===== src/hw/scsi_seq_pkg.sv =====
// scsi_seq_pkg: shared constants, flag positions, command codes and
// carrier types of the selection and diagnostic sequencer.
// assumes a single 200 MHz device clock.
`default_nettype none

package scsi_seq_pkg;

  // clock and timing figures, times in their own unit
  localparam int clk_period_ns = 5;
  localparam int timeout_unit_us = 146;
  localparam int pause_hold_us = 100;
  localparam int timeout_unit_cycles =
    (timeout_unit_us * 1000 + clk_period_ns - 1) / clk_period_ns;
  // least time, so rounded up
  localparam int pause_hold_cycles =
    (pause_hold_us * 1000 + clk_period_ns - 1) / clk_period_ns;

  // command register codes
  localparam logic [7:0] cmd_chip_reset = 8'h00;
  localparam logic [7:0] cmd_disconnect = 8'h01;
  localparam logic [7:0] cmd_pause = 8'h02;
  localparam logic [7:0] cmd_chip_disable = 8'h05;
  localparam logic [7:0] cmd_select_atn = 8'h06;
  localparam logic [7:0] cmd_select_no_atn = 8'h07;
  localparam logic [7:0] cmd_reselect = 8'h08;
  localparam logic [7:0] cmd_turnaround = 8'h09;

  // interrupt cause register bit positions
  localparam int function_done_flag = 0;
  localparam int bus_service_flag = 1;
  localparam int disconnect_flag = 2;
  localparam int reselected_flag = 3;
  localparam int selected_flag = 4;
  localparam int bad_command_flag = 6;

  // auxiliary status register bit positions
  localparam int count_zero_flag = 1;
  localparam int paused_flag = 2;
  localparam int data_full_flag = 7;

  // self-test result field and its codes
  localparam int result_lo = 3;
  localparam int result_hi = 6;
  localparam logic [3:0] result_good_parity = 4'h0;
  localparam logic [3:0] result_bad_parity = 4'h1;
  localparam logic [3:0] result_miscompare_initial = 4'h2;
  localparam logic [3:0] result_miscompare_final = 4'h3;

  // values after reset
  localparam logic [7:0] byte_reset = 8'h00;
  localparam logic [2:0] id_reset = 3'h0;

  // lines the device may drive, and lines it senses
  typedef struct packed {
    logic bsy;
    logic sel;
    logic atn;
    logic io;
    logic [7:0] id;
  } scsi_drive_type;

  typedef struct packed {
    logic bsy;
    logic sel;
    logic atn;
    logic rst;
  } scsi_sense_type;

  function automatic logic [7:0] id_onehot(input logic [2:0] n);
    id_onehot = 8'h01 << n;
  endfunction

  function automatic logic odd_parity(input logic [7:0] b);
    odd_parity = ~^b;
  endfunction

endpackage

`default_nettype wire


===== src/hw/response_timer.sv =====
// response_timer: transfer counter with a prescaled timeout unit.
// assumes run is high only in the selection phase and start pulses the
// cycle before run rises.
`default_nettype none

module response_timer #(
  parameter int tc_width = 16,
  parameter int unit_cycles = scsi_seq_pkg::timeout_unit_cycles
) (
  input wire logic clk,
  input wire logic arst_n,
  input wire logic clear,
  input wire logic load,
  input wire logic [tc_width-1:0] load_value,
  input wire logic run,
  input wire logic start,
  output logic expired,
  output logic count_zero,
  output logic [tc_width-1:0] count
);
  import scsi_seq_pkg::*;

  localparam int pw = $clog2(unit_cycles + 1);
  localparam logic [pw-1:0] pre_last = pw'(unit_cycles - 1);
  localparam logic [tc_width-1:0] count_one = tc_width'(1);

  logic [pw-1:0] pre;
  logic enabled;
  logic tick;

  assign tick = run && enabled && (pre == pre_last);
  assign count_zero = (count == '0);

  // prescaler restarts with each selection so the first unit is whole
  always_ff @(posedge clk or negedge arst_n) begin
    if (!arst_n) begin
      pre <= '0;
    end else if (clear || !run || pre == pre_last) begin
      pre <= '0;
    end else begin
      pre <= pre + 1'b1;
    end
  end

  always_ff @(posedge clk or negedge arst_n) begin
    if (!arst_n) begin
      enabled <= 1'b0;
    end else if (clear) begin
      enabled <= 1'b0;
    end else if (start) begin
      enabled <= !count_zero;
    end
  end

  always_ff @(posedge clk or negedge arst_n) begin
    if (!arst_n) begin
      count <= '0;
    end else if (clear) begin
      count <= '0;
    end else if (load) begin
      count <= load_value;
    end else if (tick && !count_zero) begin
      count <= count - 1'b1;
    end
  end

  always_ff @(posedge clk or negedge arst_n) begin
    if (!arst_n) begin
      expired <= 1'b0;
    end else begin
      expired <= !clear && tick && (count == count_one);
    end
  end

endmodule // response_timer

`default_nettype wire


===== src/hw/turnaround_unit.sv =====
// turnaround_unit: walks a byte through two internal registers and back.
// assumes src and src_par hold steady while busy.
`default_nettype none

module turnaround_unit (
  input wire logic clk,
  input wire logic arst_n,
  input wire logic clear,
  input wire logic start,
  input wire logic [7:0] src,
  input wire logic src_par,
  output logic done,
  output logic [3:0] code,
  output logic [7:0] data_back
);
  import scsi_seq_pkg::*;

  typedef enum logic [2:0] {
    t_idle, t_copy, t_check, t_parity, t_back, t_final
  } turn_state_type;

  turn_state_type state;
  logic [7:0] second;
  logic [7:0] third;
  logic bad_initial;
  logic bad_parity;

  always_ff @(posedge clk or negedge arst_n) begin
    if (!arst_n) begin
      state <= t_idle;
      second <= byte_reset;
      third <= byte_reset;
      data_back <= byte_reset;
      bad_initial <= 1'b0;
      bad_parity <= 1'b0;
    end else if (clear) begin
      state <= t_idle;
    end else begin
      case (state)
        t_idle: begin
          if (start) begin
            state <= t_copy;
          end
        end
        t_copy: begin
          second <= src;
          state <= t_check;
        end
        t_check: begin
          bad_initial <= (second != src);
          third <= second;
          state <= t_parity;
        end
        t_parity: begin
          bad_parity <= (odd_parity(third) != src_par);
          state <= t_back;
        end
        t_back: begin
          data_back <= third;
          state <= t_final;
        end
        t_final: begin
          state <= t_idle;
        end
        default: state <= t_idle;
      endcase
    end
  end

  always_ff @(posedge clk or negedge arst_n) begin
    if (!arst_n) begin
      done <= 1'b0;
      code <= result_good_parity;
    end else begin
      done <= !clear && state == t_final;
      if (!clear && state == t_final) begin
        // earlier faults mask later ones
        if (bad_initial) begin
          code <= result_miscompare_initial;
        end else if (bad_parity) begin
          code <= result_bad_parity;
        end else if (data_back != second) begin
          code <= result_miscompare_final;
        end else begin
          code <= result_good_parity;
        end
      end
    end
  end

endmodule // turnaround_unit

`default_nettype wire


===== src/hw/scsi_select_diag_sequencer.sv =====
// scsi_select_diag_sequencer: chip disable, select, reselect, pause abort
// and data turnaround self-test of a SCSI protocol controller.
// assumes an outside arbiter reports a win and selection by others, and
// host strobes are one-cycle pulses synchronous to clk.
//
// Overview of operation
// - disable stops everything, releases all outputs
// - disabled ignores all but reset events
// - counter holds timeout in 146 us units
// - zero count waits forever for response
// - select with attention only when disconnected
// - being selected during arbitration aborts, interrupts
// - won arbitration: selection with attention, timer
// - no response in time: leave, disconnected
// - response in time sets function done
// - pause, disable or reset abort; interrupts beat paused
// - select without attention keeps attention low
// - reselect valid disconnected, same timeout handling
// - after reselect read, attention sets service
// - command racing service interrupt is ignored
// - turnaround command clears data full flag
// - byte walks through internal registers, compared
// - result code stored in the same cycle as function done
// - chip reset clears everything like reset
// - pause after win: hold select, check busy
`default_nettype none

module scsi_select_diag_sequencer #(
  parameter int tc_width = 16,
  parameter int unit_cycles = scsi_seq_pkg::timeout_unit_cycles,
  parameter int hold_cycles = scsi_seq_pkg::pause_hold_cycles
) (
  input wire logic clk,
  input wire logic arst_n,
  input wire logic cmd_wr,
  input wire logic [7:0] cmd_in,
  input wire logic data_wr,
  input wire logic [7:0] data_in,
  input wire logic data_par_in,
  input wire logic data_rd,
  input wire logic tid_wr,
  input wire logic [2:0] tid_in,
  input wire logic tc_wr,
  input wire logic [tc_width-1:0] tc_in,
  input wire logic ir_rd,
  input wire logic [2:0] own_id,
  input wire logic arb_won,
  input wire logic sel_by_other,
  input wire logic sel_by_other_atn,
  input wire logic resel_by_other,
  input wire scsi_seq_pkg::scsi_sense_type scsi_in,
  output logic [7:0] interrupt_cause_register,
  output logic [7:0] auxiliary_status_register,
  output logic [7:0] self_test_result,
  output logic [7:0] data_holding_register,
  output logic [7:0] command_register,
  output logic [2:0] target_id_register,
  output logic arb_req,
  output scsi_seq_pkg::scsi_drive_type scsi_drv,
  output scsi_seq_pkg::scsi_drive_type scsi_en
);
  import scsi_seq_pkg::*;

  typedef enum logic [3:0] {
    st_disabled, st_idle, st_arbitrate, st_select, st_pause_hold,
    st_pause_check, st_initiator, st_wait_ir_read, st_target,
    st_diag_wait, st_diag_run
  } seq_state_type;

  localparam int hw = $clog2(hold_cycles + 1);
  localparam logic [hw-1:0] hold_last = hw'(hold_cycles - 1);

  seq_state_type state;
  seq_state_type next_state;
  logic soft_clear;
  logic [7:0] ir_set;
  logic paused_set;
  logic start_timer;
  logic diag_start;
  logic diag_done;
  logic [3:0] diag_code;
  logic [7:0] diag_back;
  logic timer_expired;
  logic count_zero;
  logic [hw-1:0] hold_cnt;
  logic hold_done;
  logic reselecting;
  logic with_atn;
  logic atn_prev;
  logic data_par;
  logic paused;
  logic data_full;
  logic is_connect_cmd;
  logic cmd_live;

  // chip reset or bus reset restart everything
  // reset events are the only way out of disable
  assign soft_clear = scsi_in.rst || (cmd_wr && cmd_in == cmd_chip_reset);
  assign cmd_live = cmd_wr && state != st_disabled;
  assign is_connect_cmd = cmd_in == cmd_select_atn ||
                          cmd_in == cmd_select_no_atn ||
                          cmd_in == cmd_reselect;
  assign hold_done = hold_cnt == hold_last;

  response_timer #(
    .tc_width(tc_width),
    .unit_cycles(unit_cycles)
  ) timer (
    .clk(clk),
    .arst_n(arst_n),
    .clear(soft_clear),
    .load(tc_wr && state != st_disabled),
    .load_value(tc_in),
    .run(state == st_select),
    .start(start_timer),
    .expired(timer_expired),
    .count_zero(count_zero),
    .count()
  );

  turnaround_unit turn (
    .clk(clk),
    .arst_n(arst_n),
    .clear(soft_clear),
    .start(diag_start),
    .src(data_holding_register),
    .src_par(data_par),
    .done(diag_done),
    .code(diag_code),
    .data_back(diag_back)
  );

  // sequencing decisions; interrupt events are raised before pause
  always_comb begin
    next_state = state;
    ir_set = 8'h00;
    paused_set = 1'b0;
    start_timer = 1'b0;
    diag_start = 1'b0;
    case (state)
      st_disabled: begin
        next_state = st_disabled;
      end
      st_idle: begin
        if (sel_by_other) begin
          ir_set[selected_flag] = 1'b1;
          ir_set[bus_service_flag] = sel_by_other_atn;
          next_state = st_target;
        end else if (resel_by_other) begin
          ir_set[reselected_flag] = 1'b1;
          next_state = st_initiator;
        end else if (cmd_live && is_connect_cmd) begin
          next_state = st_arbitrate;
        end else if (cmd_live && cmd_in == cmd_pause) begin
          paused_set = 1'b1;
        end else if (cmd_live && cmd_in == cmd_turnaround) begin
          next_state = st_diag_wait;
        end
      end
      st_arbitrate: begin
        if (sel_by_other) begin
          ir_set[selected_flag] = 1'b1;
          ir_set[bus_service_flag] = sel_by_other_atn;
          next_state = st_target;
        end else if (resel_by_other) begin
          ir_set[reselected_flag] = 1'b1;
          next_state = st_initiator;
        end else if (cmd_live && cmd_in == cmd_pause) begin
          paused_set = 1'b1;
          next_state = st_idle;
        end else if (arb_won) begin
          start_timer = 1'b1;
          next_state = st_select;
        end
      end
      st_select: begin
        if (scsi_in.bsy) begin
          ir_set[function_done_flag] = 1'b1;
          next_state = reselecting ? st_wait_ir_read : st_initiator;
        end else if (timer_expired) begin
          ir_set[disconnect_flag] = 1'b1;
          next_state = st_idle;
        end else if (cmd_live && cmd_in == cmd_pause) begin
          next_state = st_pause_hold;
        end
      end
      st_pause_hold: begin
        // late response still wins over pause
        if (scsi_in.bsy) begin
          ir_set[function_done_flag] = 1'b1;
          next_state = reselecting ? st_wait_ir_read : st_initiator;
        end else if (hold_done) begin
          next_state = st_pause_check;
        end
      end
      st_pause_check: begin
        if (!scsi_in.bsy) begin
          paused_set = 1'b1;
          next_state = st_idle;
        end else begin
          ir_set[function_done_flag] = 1'b1;
          next_state = reselecting ? st_wait_ir_read : st_initiator;
        end
      end
      st_initiator: begin
        if (cmd_live && cmd_in == cmd_disconnect) begin
          next_state = st_idle;
        end
      end
      st_wait_ir_read: begin
        if (ir_rd) begin
          next_state = st_target;
        end
      end
      st_target: begin
        if (scsi_in.atn && !atn_prev) begin
          ir_set[bus_service_flag] = 1'b1;
          next_state = st_wait_ir_read;
        end else if (cmd_live && cmd_in == cmd_disconnect) begin
          next_state = st_idle;
        end
      end
      st_diag_wait: begin
        if (data_wr) begin
          diag_start = 1'b1;
          next_state = st_diag_run;
        end
      end
      st_diag_run: begin
        if (diag_done) begin
          ir_set[function_done_flag] = 1'b1;
          next_state = st_idle;
        end
      end
      default: next_state = st_idle;
    endcase
    if (cmd_live && is_connect_cmd && state != st_idle &&
        state != st_wait_ir_read) begin
      ir_set[bad_command_flag] = 1'b1;
    end
    if (cmd_live && cmd_in == cmd_chip_disable) begin
      ir_set = 8'h00;
      paused_set = 1'b0;
      start_timer = 1'b0;
      diag_start = 1'b0;
      next_state = st_disabled;
    end
  end

  // state register; the reset events override everything
  always_ff @(posedge clk or negedge arst_n) begin
    if (!arst_n) begin
      state <= st_idle;
    end else if (soft_clear) begin
      state <= st_idle;
    end else begin
      state <= next_state;
    end
  end

  // role and attention choice latched with the command
  always_ff @(posedge clk or negedge arst_n) begin
    if (!arst_n) begin
      reselecting <= 1'b0;
      with_atn <= 1'b0;
      atn_prev <= 1'b0;
    end else if (soft_clear) begin
      reselecting <= 1'b0;
      with_atn <= 1'b0;
      atn_prev <= 1'b0;
    end else begin
      atn_prev <= scsi_in.atn;
      if (state == st_idle && next_state == st_arbitrate) begin
        reselecting <= cmd_in == cmd_reselect;
        with_atn <= cmd_in == cmd_select_atn;
      end
    end
  end

  // select hold time while ids are withdrawn
  always_ff @(posedge clk or negedge arst_n) begin
    if (!arst_n) begin
      hold_cnt <= '0;
    end else if (soft_clear || state != st_pause_hold) begin
      hold_cnt <= '0;
    end else if (!hold_done) begin
      hold_cnt <= hold_cnt + 1'b1;
    end
  end

  // interrupt causes: a read clears, but a new event in that cycle stays
  always_ff @(posedge clk or negedge arst_n) begin
    if (!arst_n) begin
      interrupt_cause_register <= byte_reset;
    end else if (soft_clear) begin
      interrupt_cause_register <= byte_reset;
    end else if (ir_rd) begin
      interrupt_cause_register <= ir_set;
    end else begin
      interrupt_cause_register <= interrupt_cause_register | ir_set;
    end
  end

  // paused and data full flags, set wins over clear
  always_ff @(posedge clk or negedge arst_n) begin
    if (!arst_n) begin
      paused <= 1'b0;
      data_full <= 1'b0;
    end else if (soft_clear) begin
      paused <= 1'b0;
      data_full <= 1'b0;
    end else begin
      if (paused_set) begin
        paused <= 1'b1;
      end else if (cmd_live && cmd_in != cmd_pause) begin
        paused <= 1'b0;
      end
      if (state == st_diag_run && diag_done) begin
        data_full <= 1'b1;
      end else if (data_rd ||
                   (cmd_live && cmd_in == cmd_turnaround)) begin
        data_full <= 1'b0;
      end
    end
  end

  // count zero is shown but is no timeout indication
  always_ff @(posedge clk or negedge arst_n) begin
    if (!arst_n) begin
      auxiliary_status_register <= byte_reset;
    end else begin
      auxiliary_status_register <= byte_reset;
      auxiliary_status_register[data_full_flag] <= data_full;
      auxiliary_status_register[paused_flag] <= paused;
      auxiliary_status_register[count_zero_flag] <= count_zero;
    end
  end

  // host loaded registers and the turnaround result
  always_ff @(posedge clk or negedge arst_n) begin
    if (!arst_n) begin
      command_register <= byte_reset;
      target_id_register <= id_reset;
      data_holding_register <= byte_reset;
      data_par <= 1'b0;
      self_test_result <= byte_reset;
    end else if (soft_clear) begin
      command_register <= byte_reset;
      target_id_register <= id_reset;
      data_holding_register <= byte_reset;
      data_par <= 1'b0;
      self_test_result <= byte_reset;
    end else begin
      if (cmd_live) begin
        command_register <= cmd_in;
      end
      if (tid_wr && state != st_disabled) begin
        target_id_register <= tid_in;
      end
      if (state == st_diag_run && diag_done) begin
        data_holding_register <= diag_back;
        self_test_result[result_hi:result_lo] <= diag_code;
      end else if (data_wr && state != st_disabled) begin
        data_holding_register <= data_in;
        data_par <= data_par_in;
      end
    end
  end

  // bus drive follows the coming state so pins change with it
  always_ff @(posedge clk or negedge arst_n) begin
    if (!arst_n) begin
      arb_req <= 1'b0;
      scsi_drv <= '0;
      scsi_en <= '0;
    end else begin
      arb_req <= 1'b0;
      scsi_drv <= '0;
      scsi_en <= '0;
      if (!soft_clear) begin
        case (next_state)
          st_arbitrate: begin
            arb_req <= 1'b1;
            scsi_drv.bsy <= 1'b1;
            scsi_drv.id <= id_onehot(own_id);
            scsi_en.bsy <= 1'b1;
            scsi_en.id <= 8'hFF;
          end
          st_select: begin
            scsi_drv.sel <= 1'b1;
            scsi_drv.atn <= with_atn;
            scsi_drv.io <= reselecting;
            scsi_drv.id <= id_onehot(own_id) |
                           id_onehot(target_id_register);
            scsi_en.sel <= 1'b1;
            scsi_en.atn <= 1'b1;
            scsi_en.io <= 1'b1;
            scsi_en.id <= 8'hFF;
          end
          st_pause_hold, st_pause_check: begin
            scsi_drv.sel <= 1'b1;
            scsi_en.sel <= 1'b1;
          end
          st_target, st_wait_ir_read: begin
            scsi_drv.bsy <= reselecting;
            scsi_drv.io <= reselecting;
            scsi_en.bsy <= reselecting;
            scsi_en.io <= reselecting;
          end
          default: begin
            arb_req <= 1'b0;
          end
        endcase
      end
    end
  end

endmodule // scsi_select_diag_sequencer

`default_nettype wire


===== config.mk =====
export PLATFORM = sky130hd
export DESIGN_NAME = scsi_select_diag_sequencer
export DESIGN_NICKNAME = d
export VERILOG_FILES = /design/src/hw/scsi_seq_pkg.sv /design/src/hw/response_timer.sv /design/src/hw/turnaround_unit.sv /design/src/hw/scsi_select_diag_sequencer.sv
export SDC_FILE = /design/constraint.sdc
export NUM_CORES = 1
export LEC_CHECK = 0
export BUFFER_PORTS_ARGS = -buffer_cell sky130_fd_sc_hd__clkbuf_2
export CAP_MARGIN = 20
export CORE_MARGIN = 5
export CORE_UTILIZATION = 40
export DETAILED_ROUTE_END_ITERATION = 8
export GPL_ROUTABILITY_DRIVEN = 0
export MAX_ROUTING_LAYER = met4
export SLEW_MARGIN = 20
export SYNTH_ARGS = -nofsm -noshare
export SYNTH_HDL_FRONTEND = slang
export SYNTH_SLANG_ARGS = --single-unit

===== constraint.sdc =====
create_clock -name clk -period 3.6 [get_ports clk]
set_input_delay 0.36 -clock clk [delete_from_list [all_inputs] [get_ports clk]]
set_output_delay 0.36 -clock clk [all_outputs]
set_load 0.02 [all_outputs]

After elaboration in Yosys (flattened, before gate mapping). Cells that the tools add are included. W data, S select, Z words.

Shift operators: 2. Bitwise gates (word level): 3. Muxes and demuxes: 108. Reduce and logical (&&, ||, !) cells: 60. Add/sub/neg operators: 3. Equality and inequality tests: 41.

Operator list (count): $mux W4 (25); $mux W8 (8); $mux W1 (51); $mux W16 (3); $mux W15 (3); $pmux W4 S11 (1); $add A15 B1 Y15 const B (2); $eq A15 B15 Y1 const B (2); $eq A4 B3 Y1 const B (7); $eq A8 B3 Y1 const B (3); $mux W12 (2); $logic_and A1 B1 Y1 (22); $eq A16 B1 Y1 const B (1); $eq A4 B2 Y1 const B (4); $eq A4 B4 Y1 const B (4); $eq A8 B4 Y1 const B (2); $logic_not A16 Y1 (1); $ne A8 B8 Y1 (2); $or A8 B8 Y8 (2); $pmux W8 S2 (1); $shl A1 B3 Y8 const A (2); $sub A16 B1 Y16 const B (1); $mux W3 (5); $pmux W3 S5 (1); other kinds (30) (62).

Output and inout bits: 68. Input bits: 55. Flip-flop bits (word level): 151. Logic and storage cells: 254.

Logic depth before layout (Yosys ltp). Gate-level depths: netlist of the first run.

Word-level depth: 14. Gate-level depth with buffers: 12. Depth with buffers taken out: 8.

By module. Synthesis of the first run repeated with hierarchy kept, for this count alone.

Cells, all modules: 771. Area, all modules: 7574.8 um2.

By module, submodules not included: scsi_select_diag_sequencer (cells each 449, area an instance 4040.1 um2, times used 1, sequential area each 1828.0 um2); response_timer (cells each 211, area an instance 2025.7 um2, times used 1, sequential area each 825.8 um2); turnaround_unit (cells each 111, area an instance 1508.9 um2, times used 1, sequential area each 800.8 um2).

Least setup slack after synthesis of the first run. OpenSTA, ideal clock, no wires.

Path kind: input to register. Start: input port cmd_in[2]. End: register scsi_en[8] in the netlist's numbering. Buffers on the path: 3. Cell stages on the path: 11. Setup slack: 781 ps. Setup time: 64 ps. Data arrival time: 2755 ps. Data required time: 3536 ps. Cell sequence: buf_2 > or4b_4 > a21oi_1 > or4b_1 > and4_4 > buf_6 > or4_1 > buf_6 > inv_4 > and2_4 > or2_1.

Cells in the longest elaborated chain, start to end: 13. Elaborated cells between the ends (all ways): 38. Classes of those cells: eq/ne: 10; mux: 17; reduce/logical: 11.

RTL lines: start, declared (RTL line scsi_select_diag_sequencer.sv:36) `input wire logic [7:0] cmd_in,`; $eq A8 B4 Y1 (tied with other cells) (RTL line scsi_select_diag_sequencer.sv:156) `end else if (cmd_live && cmd_in == cmd_turnaround) begin`; $logic_and A1 B1 Y1 or $logic_or A1 B1 Y1 (tied branches) (RTL line scsi_select_diag_sequencer.sv:156, scsi_select_diag_sequencer.sv:100); $mux W4 or $logic_or A1 B1 Y1 (tied branches) (RTL line scsi_select_diag_sequencer.sv:156, scsi_select_diag_sequencer.sv:101); $mux W4 or $logic_and A1 B1 Y1 (tied branches) (RTL line scsi_select_diag_sequencer.sv:154, scsi_select_diag_sequencer.sv:152); $mux W4 (RTL line scsi_select_diag_sequencer.sv:152) `end else if (cmd_live && is_connect_cmd) begin`; $mux W4 (RTL line scsi_select_diag_sequencer.sv:149) `end else if (resel_by_other) begin`; $mux W4 (RTL line scsi_select_diag_sequencer.sv:145) `if (sel_by_other) begin`; $pmux W4 S11 (RTL line scsi_select_diag_sequencer.sv:140) `case (state)`; $mux W4 (RTL line scsi_select_diag_sequencer.sv:241) `if (cmd_live && cmd_in == cmd_chip_disable) begin`; $eq A4 B4 Y1 or $eq A4 B3 Y1 (tied branches) (RTL line scsi_select_diag_sequencer.sv:381) `case (next_state)`; $reduce_or A2 Y1 (RTL line scsi_select_diag_sequencer.sv:381); $pmux W1 S2 (RTL line scsi_select_diag_sequencer.sv:381); $mux W12 * (RTL line scsi_select_diag_sequencer.sv:380) `if (!soft_clear) begin`; end, declared (RTL line scsi_select_diag_sequencer.sv:60) `output scsi_seq_pkg::scsi_drive_type scsi_en`.

Mark *: on every way between the ends. The rest lies on a longest branch, timed or not. A chain may end at the register's enable or synchronous reset.

Worst setup path in the final report of the first run.
Start: register state[3]. End: register scsi_en[8] in the netlist's numbering.

Cells in the longest elaborated chain, start to end: 14. Elaborated cells between the ends (all ways): 45. Classes of those cells: eq/ne: 13; mux: 23; reduce/logical: 9.

RTL lines: start, declared (RTL line scsi_select_diag_sequencer.sv:73) `seq_state_type state;`; start signal, assigned (RTL line scsi_select_diag_sequencer.sv:253) `state <= st_idle;`; start signal, assigned (RTL line scsi_select_diag_sequencer.sv:255) `state <= st_idle;`; start signal, assigned (RTL line scsi_select_diag_sequencer.sv:257) `state <= next_state;`; $reduce_bool A4 Y1 (RTL line scsi_select_diag_sequencer.sv:99) `assign cmd_live = cmd_wr && state != st_disabled;`; $logic_and A1 B1 Y1 (RTL line scsi_select_diag_sequencer.sv:99); $logic_and A1 B1 Y1 (RTL line scsi_select_diag_sequencer.sv:156); $mux W4 (RTL line scsi_select_diag_sequencer.sv:156); $mux W4 (RTL line scsi_select_diag_sequencer.sv:154) `end else if (cmd_live && cmd_in == cmd_pause) begin`; $mux W4 (RTL line scsi_select_diag_sequencer.sv:152); $mux W4 (RTL line scsi_select_diag_sequencer.sv:149); $mux W4 (RTL line scsi_select_diag_sequencer.sv:145); $pmux W4 S11 (RTL line scsi_select_diag_sequencer.sv:140); $mux W4 * (RTL line scsi_select_diag_sequencer.sv:241); $eq A4 B4 Y1 or $eq A4 B3 Y1 (tied branches) (RTL line scsi_select_diag_sequencer.sv:381); $reduce_or A2 Y1 (RTL line scsi_select_diag_sequencer.sv:381); $pmux W1 S2 * (RTL line scsi_select_diag_sequencer.sv:381); $mux W12 * (RTL line scsi_select_diag_sequencer.sv:380).

Marks and branches as above.

==> flow_metrics.env, run 1 <==
export IMPL_data_arrival_time_of_the_critical_path_ns=3.52
export IMPL_crit_path_end_kind="register"
export IMPL_tritoncts_clock_tree="yes"
export IMPL_ys_types=67
export IMPL_grt_setup_unrepaired="no"
export IMPL_die_y_um=143
export IMPL_cts_root_buffer="clkbuf_16"
export IMPL_io_buffers=108
export IMPL_cts_root_to_sink_buffers=2
export IMPL_setup_violators_final=0
export IMPL_synth_most_common_cell="dfrtp_1"
export IMPL_power_leakage_nw=3.95
export IMPL_critical_path_peak_fanout=16
export IMPL_finalCriticalPeriod_ns=3.20
export IMPL_antenna_cells_inserted=0
export IMPL_worstPathCellList="o41a_1, nand3_1, o311ai_0, a21o_1, nand4_1, and2_4, or2_1"
export IMPL_r2r_end="scsi_en[8]"
export IMPL_drc=0
export IMPL_maximum_number_of_pins_on_one_net_before_global_route_repair=85
export IMPL_synth_yosys_warnings=0
export IMPL_clkLatencyLatePin_ns=0.43
export IMPL_instance_area_at_placement_um2=7790
export IMPL_wire_per_inst_um=16.0
export IMPL_final_design_area_no_fill_um2=8350
export IMPL_postSynthRegisterBits=136
export IMPL_number_of_global_route_vias_before_repair=5517
export IMPL_grt_ovfl_total=0
export IMPL_yosysSeqAreaShare_pct=47.9
export IMPL_ir_worst_vdd_uv=400
export IMPL_met1_length_um=7910
export IMPL_hpwlAfterDp_um=12100
export IMPL_cts_htree_levels=4
export IMPL_amount_of_wire_on_met3_after_detailed_routing_um=1060
export IMPL_outcome="finished with violations"
export IMPL_yosys_top_cells_area="dfrtp_1 (48%), nand2_1 (4.0%), xor2_1 (3.9%)"
export IMPL_dieArea_um2=20500
export IMPL_detail_route_vias_per_cell=5.32
export IMPL_antenna_left=0
export IMPL_avgSynthCellArea_um2=9.64
export IMPL_drive_gt1_share_pct=22.5
export IMPL_initial_utilization_pct=41.0
export IMPL_pin_count=123
export IMPL_core_area_um2=17400
export IMPL_syn_area_um2=7110
export IMPL_totalNegativeSetupSlack_ns=0
export IMPL_finalHoldWorstSlack_ns=-0.0348
export IMPL_critPathSlowestCell="dfrtp_1"
export IMPL_holdBufCountCts=0
export IMPL_clock_sink_count=136
export IMPL_post_synth_inst_count=738
export IMPL_synthToLayoutAreaGrowth_pct=17.4
export IMPL_synth_top_cells_by_count="dfrtp_1 (135), nand2_1 (76), nor2_1 (68)"
export IMPL_worst_r2r_startpoint="state[3]"
export IMPL_synth_enable_flop_cells=0
export IMPL_tightestPinTransition_ns=0.902
export IMPL_drt_iter0_drc=430
export IMPL_drv_slew=0
export IMPL_cts_setup_buffers=0
export IMPL_power_per_cell_area_nw_per_um2=630
export IMPL_netlist_area_leader_share_pct=47.5
export IMPL_met2WireLength_um=7880
export IMPL_hp_class="in2async"
export IMPL_synth_top_area_cell="dfrtp_1"
export IMPL_clk_slew_on_worst_s_h_paths_ns=0.06
export IMPL_vias=5691
export IMPL_postRouteWirelength_um=17100
export IMPL_reg2reg_depth=7
export IMPL_grtUsageTotal_pct=17.8
export IMPL_criticalPathCategory="reg2reg"
export IMPL_ys_async_sr_fraction_pct=100
export IMPL_antenna_found_initial=0
export IMPL_finalCritPeriodShare_pct=89.0
export IMPL_maxUsedRoutingLayer="met4"
export IMPL_hold_viol=14
export IMPL_timing_critical_path_from_type="register"
export IMPL_tritoncts_num_buffers=17
export IMPL_cap_viol_max_count=0
export IMPL_r2r_slack_ns=0.40
export IMPL_totalPowerFinal_w=0.00526
export IMPL_cp_data_required_time_ns=3.92
export IMPL_violated_checks="negative hold slack"
export IMPL_first_pass_iters=5
export IMPL_worst_relative_slew_slack_pct=39.7
export IMPL_row_count=48
export IMPL_worst_clock_skew_ns=0.00741
export IMPL_die_x_um=143
export IMPL_layout_nets=891
export IMPL_synth_top_flop_cell="dfrtp_1"
export IMPL_slowest_delay_ns=0.67
export IMPL_grt_first_pass_wirelength_um=28300
export IMPL_achievable_frequency_ghz=0.312
export IMPL_cts_repair_resized=0
[flip-flops by register name, indices dropped and copies added, names as in the netlist, 2 cells and up]
name / count
timer.count: 16
hold_cnt: 15
timer.pre: 15
scsi_drv: 12
command_register: 8
data_holding_register: 8
turn.data_back: 8
turn.second: 8
turn.third: 8
interrupt_cause_register: 6
state: 4
auxiliary_status_register: 3
scsi_en: 3
target_id_register: 3
turn.state: 3
self_test_result: 2
turn.code: 2
[cells by family after synthesis]
family / share of synthesized area (%)
compound gates: 10.4
xor+xnor: 7.39
fa+ha+maj: 0.704
buf+inv: 5.44
flops: 47.9
mux: 5.49
other cells: 0.0527
simple gates: 22.7
[routing by layer]
metal | vias to the layer above | GRT usage [%]
li1 | 2780 | -
met1 | 2734 | 24.5
met2 | 158 | 26.7
met3 | 19 | 3.83
met4 | 0 | 5.45
met5 | - | -
[worst max path at each step]
stage	startpoint	endpoint	slack [ns]	depth (start not counted)
finish	state[3]	scsi_en[8]	0.40	7
global route	state[3]	scsi_en[8]	0.07	7
CTS	state[3]	scsi_en[8]	0.41	7
detailed placement	cmd_in[4]	scsi_en[8]	0.39	8
global placement	cmd_in[4]	scsi_en[8]	0.49	8
floorplan	cmd_in[2]	scsi_en[8]	0.78	11
[through the flow]
step           instances  hold WS (ns)  worst slack, ns  util [%]
2_1_floorplan        750        0.0644            0.781         -
3_3_place_gp        1038         0.357            0.487      44.9
3_5_place_dp        1038         0.362            0.393      44.9
4_1_cts             1070       0.00950            0.414      48.1
5_1_grt             1070        0.0390           0.0748      48.1
6_report            1070       -0.0348            0.395      48.1
[power breakdown]
part | switching [W] | leakage, nW | internal (W)
sequential | 0.000248 | 1.86 | 0.00175
combinational | 0.000971 | 1.82 | 0.000619
clock | 0.000700 | 0.267 | 0.000972
total | 0.00192 | 3.95 | 0.00334
[worst max-delay path, delay by kind of cell (launching register included)]
family / cells / cell delay (ns)
compound gates: 3 / 1.05
flops: 1 / 0.67
simple gates: 4 / 1.38
[cell type report]
cell class,instances,area (um2)
clock buffer,19,443
clock inverter,13,119
fill,1685,9010
inverter,16,62.6
multi-input combinational,539,3370
sequential,136,3400
tap,225,282
timing repair buffer,122,664
[cell usage in the layout, fill, tap and decap left out, drive strengths merged, types with 3 or more instances in the layout]
| master | instances |
|---|---|
| dfrtp | 135 |
| clkbuf | 126 |
| nand2 | 76 |
| nor2 | 68 |
| a21oi | 50 |
| nand3 | 35 |
| xor2 | 32 |
| o21ai | 30 |
| xnor2 | 28 |
| mux2 | 24 |
| nand4 | 20 |
| inv | 20 |
| nor4 | 15 |
| buf | 15 |
| and3 | 14 |
| conb | 13 |
| mux2i | 12 |
| nor3 | 10 |
| a311oi | 9 |
| nand2b | 8 |
| nand3b | 8 |
| nand4b | 8 |
| or3 | 7 |
| and2 | 7 |
| nor2b | 6 |
| or4 | 6 |
| nor3b | 4 |
| ha | 4 |
| clkinvlp | 4 |
| clkinv | 4 |
| or4b | 4 |
| a211oi | 3 |
| a21o | 3 |
| and4 | 3 |
(Power assumes the default switching activity.)
==> run 2, diff against run 1 <==
--- a/config.mk
+++ b/config.mk
@@ -9,6 +9,7 @@
 export CAP_MARGIN = 20
 export CORE_MARGIN = 5
 export CORE_UTILIZATION = 40
+export CTS_BUF_LIST = sky130_fd_sc_hd__clkbuf_8
 export DETAILED_ROUTE_END_ITERATION = 8
 export GPL_ROUTABILITY_DRIVEN = 0
 export MAX_ROUTING_LAYER = met4
==> run 2 against run 1 <==
  * Worst setup slack lost 0.029 ns
  * Worst hold slack gained 0.18 ns
  * Sequential cell count unchanged
  * Register-to-register slack got worse by 0.03 ns
  * Via count fell by 0.11%
  * Die area unchanged
  * The flow now finishes without violations
  * Critical path depth unchanged
==> flow_metrics.env, run 2 (synthesized netlist as in run 1, its figures left out) <==
export IMPL_outcome="completed"
export IMPL_grtUsageTotal_pct=17.6
export IMPL_final_cell_mix="dfrtp_1 (135), clkbuf_2 (107), nand2_1 (76)"
export IMPL_totalNegativeSetupSlack_ns=0
export IMPL_finalCriticalPeriod_ns=3.23
export IMPL_crit_family="simple AND/OR/NAND/NOR gates"
export IMPL_nFillCells=1705
export IMPL_cts_repair_resized=0
export IMPL_power_per_cell_area_nw_per_um2=585
export IMPL_maximum_number_of_pins_on_one_net_before_global_route_repair=85
export IMPL_hold_viol=0
export IMPL_clock_sink_count=136
export IMPL_grt_ovfl_total=0
export IMPL_detail_route_vias_per_cell=5.31
export IMPL_first_pass_iters=5
export IMPL_clkLatencyLatePin_ns=0.45
export IMPL_data_arrival_time_of_the_critical_path_ns=3.58
export IMPL_drt_iter0_drc=420
export IMPL_path_buf_inv=0
export IMPL_finalCoreUtilization_pct=47.1
export IMPL_largest_register_ffs=16
export IMPL_grt_setup_unrepaired="no"
export IMPL_row_count=48
export IMPL_largestRegisters="timer.count: 16 flops, hold_cnt: 15 flops, timer.pre: 15 flops"
export IMPL_tritoncts_num_buffers=17
export IMPL_antenna_cells_inserted=0
export IMPL_drive_gt1_share_pct=22.5
export IMPL_criticalPathCategory="reg2reg"
export IMPL_core_area_um2=17400
export IMPL_power_leakage_nw=3.87
export IMPL_critical_path_peak_fanout=16
export IMPL_timing_critical_path_from_type="register"
export IMPL_tritoncts_clock_tree="yes"
export IMPL_io_buffers=108
export IMPL_finalCritPeriodShare_pct=89.8
export IMPL_critPathSlowestCell="dfrtp_1"
export IMPL_antenna_left=0
export IMPL_setup_violators_final=0
export IMPL_drc=0
export IMPL_slowest_delay_ns=0.68
export IMPL_crit_path_end_kind="register"
export IMPL_cts_root_to_sink_buffers=2
export IMPL_registers_top_by_ff_count="timer.count"
export IMPL_hpwlAfterDp_um=12100
export IMPL_ir_worst_vdd_uv=339
export IMPL_dieArea_um2=20500
export IMPL_pin_count=123
export IMPL_layout_commonest_cell="dfrtp_1"
export IMPL_wire_per_inst_um=15.8
export IMPL_initial_utilization_pct=41.0
export IMPL_cap_viol_max_count=0
export IMPL_layout_nets=892
export IMPL_achievable_frequency_ghz=0.309
export IMPL_grt_first_pass_wirelength_um=28000
export IMPL_drv_slew=0
export IMPL_worst_clock_skew_ns=0.0137
export IMPL_r2r_slack_ns=0.37
export IMPL_cts_htree_levels=4
export IMPL_cts_root_buffer="clkbuf_8"
export IMPL_number_of_global_route_vias_before_repair=5442
export IMPL_postRouteWirelength_um=16900
export IMPL_clk_slew_on_worst_s_h_paths_ns=0.08
export IMPL_die_x_um=143
export IMPL_vias=5685
export IMPL_synthToLayoutAreaGrowth_pct=14.8
export IMPL_die_y_um=143
export IMPL_hp_class="in2reg"
export IMPL_antenna_found_initial=0
export IMPL_tightestPinTransition_ns=0.918
export IMPL_worst_relative_slew_slack_pct=38.6
export IMPL_worstPathCellList="o41a_1, nand3_1, o311ai_0, a21o_1, nand4_1, and2_4, or2_1"
export IMPL_cp_data_required_time_ns=3.95
## run 2: tightest hold or removal path: cells and delay by family
family | cells | cell delay [ns]
AO/OA/AOI/OAI | 1 | 0.05
AND/OR/NAND/NOR | 1 | 0.06
buffers and inverters | 1 | 0.09
## run 2: power breakdown
part           leakage (nW)  total, W  internal (W)  switching (W)
Sequential             1.86   0.00199       0.00174       0.000247
Combinational          1.83   0.00158      0.000620       0.000964
Clock                 0.183   0.00120      0.000566       0.000635
Total                  3.87   0.00477       0.00293        0.00185
## run 2: layer usage
layer | GRT usage (%) | routed length (um) | vias up
li1 | - | - | 2783
met1 | 24.3 | 7910 | 2738
met2 | 26.6 | 7780 | 145
met3 | 3.76 | 999 | 19
met4 | 4.71 | 211 | 0
met5 | - | 0 | -
## run 2: repair_timing
item,4_1_cts,5_1_grt
buffers inserted,0,0
hold buffers,1,0
hold endpoints to repair,83,0
## run 2: final timing paths
| check | startpoint | end | cells past startpoint |
|---|---|---|---|
| setup / recovery | state[3] | scsi_en[8] | 7 |
| hold / removal | tid_in[1] | target_id_register[1] | 3 |
| setup reg to reg | state[3] | scsi_en[8] | 7 |
| hold reg to reg | data_full | auxiliary_status_register[7] | 0 |
| max in group asynchronous | arst_n | state[0] | 3 |
| min in group asynchronous | arst_n | command_register[5] | 2 |
## run 2: layout make-up
| type | count | area (um2) | area share, % |
|---|---|---|---|
| inverter | 16 | 62.6 | 0.766 |
| timing repair buffer | 123 | 674 | 8.26 |
| tap | 225 | 282 | 3.45 |
| clock inverter | 14 | 123 | 1.50 |
| clock buffer | 18 | 248 | 3.03 |
| multi-input combinational | 539 | 3370 | 41.3 |
| sequential | 136 | 3400 | 41.7 |
## run 2: per-stage QoR
stage	cells	setup WS [ns]	total power, W	hold WS, ns	cell area [um2]
after global placement	1038	0.487	0.00360	0.357	7790
after CTS	1071	0.411	0.00482	0.116	8170
after global routing	1071	0.0708	0.00508	0.125	8170
final	1071	0.367	0.00477	0.150	8170
after floorplan	750	0.781	0.00320	0.0644	7160
after detailed placement	1038	0.393	0.00361	0.362	7790
==> run 3, diff against run 2 <==
--- a/config.mk
+++ b/config.mk
@@ -16,4 +16,5 @@
 export SLEW_MARGIN = 20
 export SYNTH_ARGS = -nofsm -noshare
 export SYNTH_HDL_FRONTEND = slang
+export SYNTH_HIERARCHICAL = 1
 export SYNTH_SLANG_ARGS = --single-unit
==> run 3 against run 2 <==
  * Fmax decreased by 0.20%
  * Core utilization decreased by 0.35 points
  * Synthesized area is 6.5% higher
  * Combinational power rose by 9%
  * Clock-buffer cell count increased by 5
  * Largest power group unchanged
==> flow_metrics.env, run 3 <==
export IMPL_detail_route_vias_per_cell=5.20
export IMPL_row_count=50
export IMPL_die_y_um=148
export IMPL_antenna_cells_inserted=0
export IMPL_wire_per_inst_um=15.8
export IMPL_timing_critical_path_from_type="register"
export IMPL_tightestPinTransition_ns=1.03
export IMPL_synthToLayoutAreaGrowth_pct=15.3
export IMPL_pin_count=123
export IMPL_worstPathCellList="o41a_1, nand4_2, a2111oi_2, o211ai_1, or4_1, or4b_1, o21ai_1"
export IMPL_critical_path_peak_fanout=23
export IMPL_instance_area_at_placement_um2=8310
export IMPL_grt_ovfl_total=0
export IMPL_first_pass_iters=4
export IMPL_synth_top_cells_by_count="dfrtp_1 (137), nand2_1 (86), nor2_1 (73)"
export IMPL_post_synth_inst_count=771
export IMPL_cts_root_to_sink_buffers=2
export IMPL_synth_enable_flop_cells=0
export IMPL_tritoncts_num_buffers=17
export IMPL_cap_viol_max_count=0
export IMPL_hold_viol=0
export IMPL_clk_slew_on_worst_s_h_paths_ns=0.08
export IMPL_setup_violators_final=0
export IMPL_internal_power_w=0.00324
export IMPL_yosys_top_cells_area="dfrtp_1 (45%), nand2_1 (4.3%), mux2_2 (4.0%)"
export IMPL_grt_first_pass_wirelength_um=29300
export IMPL_grtUsageTotal_pct=17.1
export IMPL_largestRegisters="timer/count: 16 flops, hold_cnt: 15 flops, timer/pre: 15 flops"
export IMPL_achievable_frequency_ghz=0.309
export IMPL_worst_clock_skew_ns=0.0147
export IMPL_ys_async_sr_fraction_pct=100
export IMPL_die_x_um=148
export IMPL_finalCritPeriodShare_pct=90.0
export IMPL_critical_path_start="state[0]"
export IMPL_clkLatencyLatePin_ns=0.45
export IMPL_power_clock_fraction_pct=25.5
export IMPL_slowest_delay_ns=0.82
export IMPL_drive_gt1_share_pct=24.2
export IMPL_hold_start="tid_in[1]"
export IMPL_path_buf_inv=0
export IMPL_data_arrival_time_of_the_critical_path_ns=3.62
export IMPL_power_per_cell_area_nw_per_um2=586
export IMPL_synth_top_area_cell="dfrtp_1"
export IMPL_io_buffers=110
export IMPL_outcome="completed"
export IMPL_ir_worst_vdd_uv=302
export IMPL_cts_repair_resized=0
export IMPL_switchingPower_w=0.00188
export IMPL_antenna_found_initial=0
export IMPL_worst_r2r_startpoint="state[0]"
export IMPL_critPathSlowestCell="dfstp_2"
export IMPL_syn_area_um2=7570
export IMPL_layout_nets=938
export IMPL_drc=0
export IMPL_worst_relative_slew_slack_pct=30.1
export IMPL_yosysSeqAreaShare_pct=45.6
export IMPL_largest_register_ffs=16
export IMPL_power_leakage_nw=4.07
export IMPL_grt_setup_unrepaired="no"
export IMPL_number_of_global_route_vias_before_repair=5676
export IMPL_clock_sink_count=138
export IMPL_totalNegativeSetupSlack_ns=0
export IMPL_cts_htree_levels=4
export IMPL_cp_data_required_time_ns=3.98
export IMPL_criticalPathCategory="reg2reg"
export IMPL_registers_top_by_ff_count="timer/count"
export IMPL_postRouteWirelength_um=17800
export IMPL_netlist_area_leader_share_pct=45.3
export IMPL_pwr_share_comb_pct=33.7
export IMPL_drv_slew=0
export IMPL_avgSynthCellArea_um2=9.82
export IMPL_totalPowerFinal_w=0.00512
export IMPL_core_area_um2=18700
export IMPL_layout_cells_non_filler=1125
export IMPL_nFillCells=1835
export IMPL_finalCoreUtilization_pct=46.7
export IMPL_initial_utilization_pct=40.5
export IMPL_cts_root_buffer="clkbuf_8"
export IMPL_vias=5849
export IMPL_final_cell_mix="dfrtp_1 (137), clkbuf_2 (109), nand2_1 (86)"
export IMPL_synth_yosys_warnings=6
export IMPL_maximum_number_of_pins_on_one_net_before_global_route_repair=82
export IMPL_postSynthRegisterBits=138
export IMPL_hpwlAfterDp_um=12800
export IMPL_share_seq_of_total_power_pct=40.8
export IMPL_tritoncts_clock_tree="yes"
export IMPL_crit_family="simple AND/OR/NAND/NOR gates"
export IMPL_layout_commonest_cell="dfrtp_1"
export IMPL_antenna_left=0
export IMPL_dieArea_um2=21800
export IMPL_swShare_pct=36.7
export IMPL_final_design_area_no_fill_um2=8740
export IMPL_place_inst=1093
export IMPL_ys_types=80
export IMPL_drt_iter0_drc=302
export IMPL_finalCriticalPeriod_ns=3.24
export IMPL_synth_most_common_cell="dfrtp_1"
export IMPL_crit_path_end_kind="register"
export IMPL_hp_class="in2reg"
export IMPL_synth_top_flop_cell="dfrtp_1"
[run 3: changes by cell type in the layout (fill, tap and decap cells not counted), sizes merged, moves of 6 or more]
| cell | change |
|---|---|
| o21ai | -15 |
| o21a | +11 |
| nand2 | +10 |
| nand3 | -10 |
| o31ai | +10 |
| a311oi | -9 |
| inv | +9 |
| clkbuf | +7 |
| nand2b | +6 |
| nor2 | +6 |
| nor2b | +6 |
[run 3: kinds of logic after synthesis]
family,count (synthesis),synth area share (%)
adder cells (fa/ha/maj),4,0.661
flip-flops,138,45.6
AO/OA/AOI/OAI,118,10.4
multiplexers,40,5.73
other,2,0.0991
AND/OR/NAND/NOR,332,25.2
XOR/XNOR,58,6.89
buffers and inverters,79,5.42
[run 3: worst register-to-register path, stage by stage, from the launching register on]
cell and delay, ns:
dfstp_2 0.82, o41a_1 0.26, nand4_2 0.16, a2111oi_2 0.38, o211ai_1 0.25, or4_1 0.72, or4b_1 0.51, o21ai_1 0.08
[run 3: what timing repair did]
action / 4_1_cts / 5_1_grt
hold buffers: 1 / 0
buffers inserted: 0 / 0
endpoints found under the hold margin: 72 / 0
[run 3: layer usage]
metal | global-route usage [%] | up-vias | wire length (um) | share of wire (%)
met2 | 25.7 | 145 | 7960 | 45
met3 | 3.89 | 20 | 934 | 5.2
met5 | - | - | 0 | 0
li1 | - | 2894 | - | -
met1 | 23.4 | 2790 | 8660 | 49
met4 | 4.80 | 0 | 242 | 1.4
[run 3: worst paths after layout]
check / to / slack (ns) / depth (start not counted)
worst min-delay path: target_id_register[1] / 0.14 / 3
worst max-delay path: scsi_drv[2] / 0.36 / 7
max in group asynchronous: state[0] / 2.26 / 3
worst max register to register: scsi_drv[2] / 0.36 / 7
worst min register to register: auxiliary_status_register[7] / 0.38 / 0
min in group asynchronous: data_holding_register[4] / 0.53 / 2
[run 3: power groups by stage]
stage	Clock [W]	Sequential [W]	Combinational, W
floorplan	0	0.00206	0.00131
global placement	0	0.00211	0.00172
finish	0.00131	0.00209	0.00173
global route	0.00141	0.00213	0.00192
CTS	0.00135	0.00208	0.00174
detailed placement	0	0.00211	0.00173
[run 3: final cells by class]
| cell class | count | area, um2 | area share, % |
|---|---|---|---|
| clock inverter | 8 | 92.6 | 1.06 |
| sequential | 138 | 3450 | 39.5 |
| multi-input combinational | 565 | 3760 | 43.1 |
| inverter | 29 | 109 | 1.25 |
| clock buffer | 23 | 317 | 3.62 |
| tap | 234 | 293 | 3.35 |
| timing repair buffer | 128 | 707 | 8.09 |
[run 3: stage by stage]
step	hold slack [ns]	setup WS, ns
after floorplan	0.0644	0.760
after global placement	0.360	0.400
after detailed placement	0.365	0.364
after CTS	0.110	0.367
after global routing	0.139	0.140
final	0.145	0.360
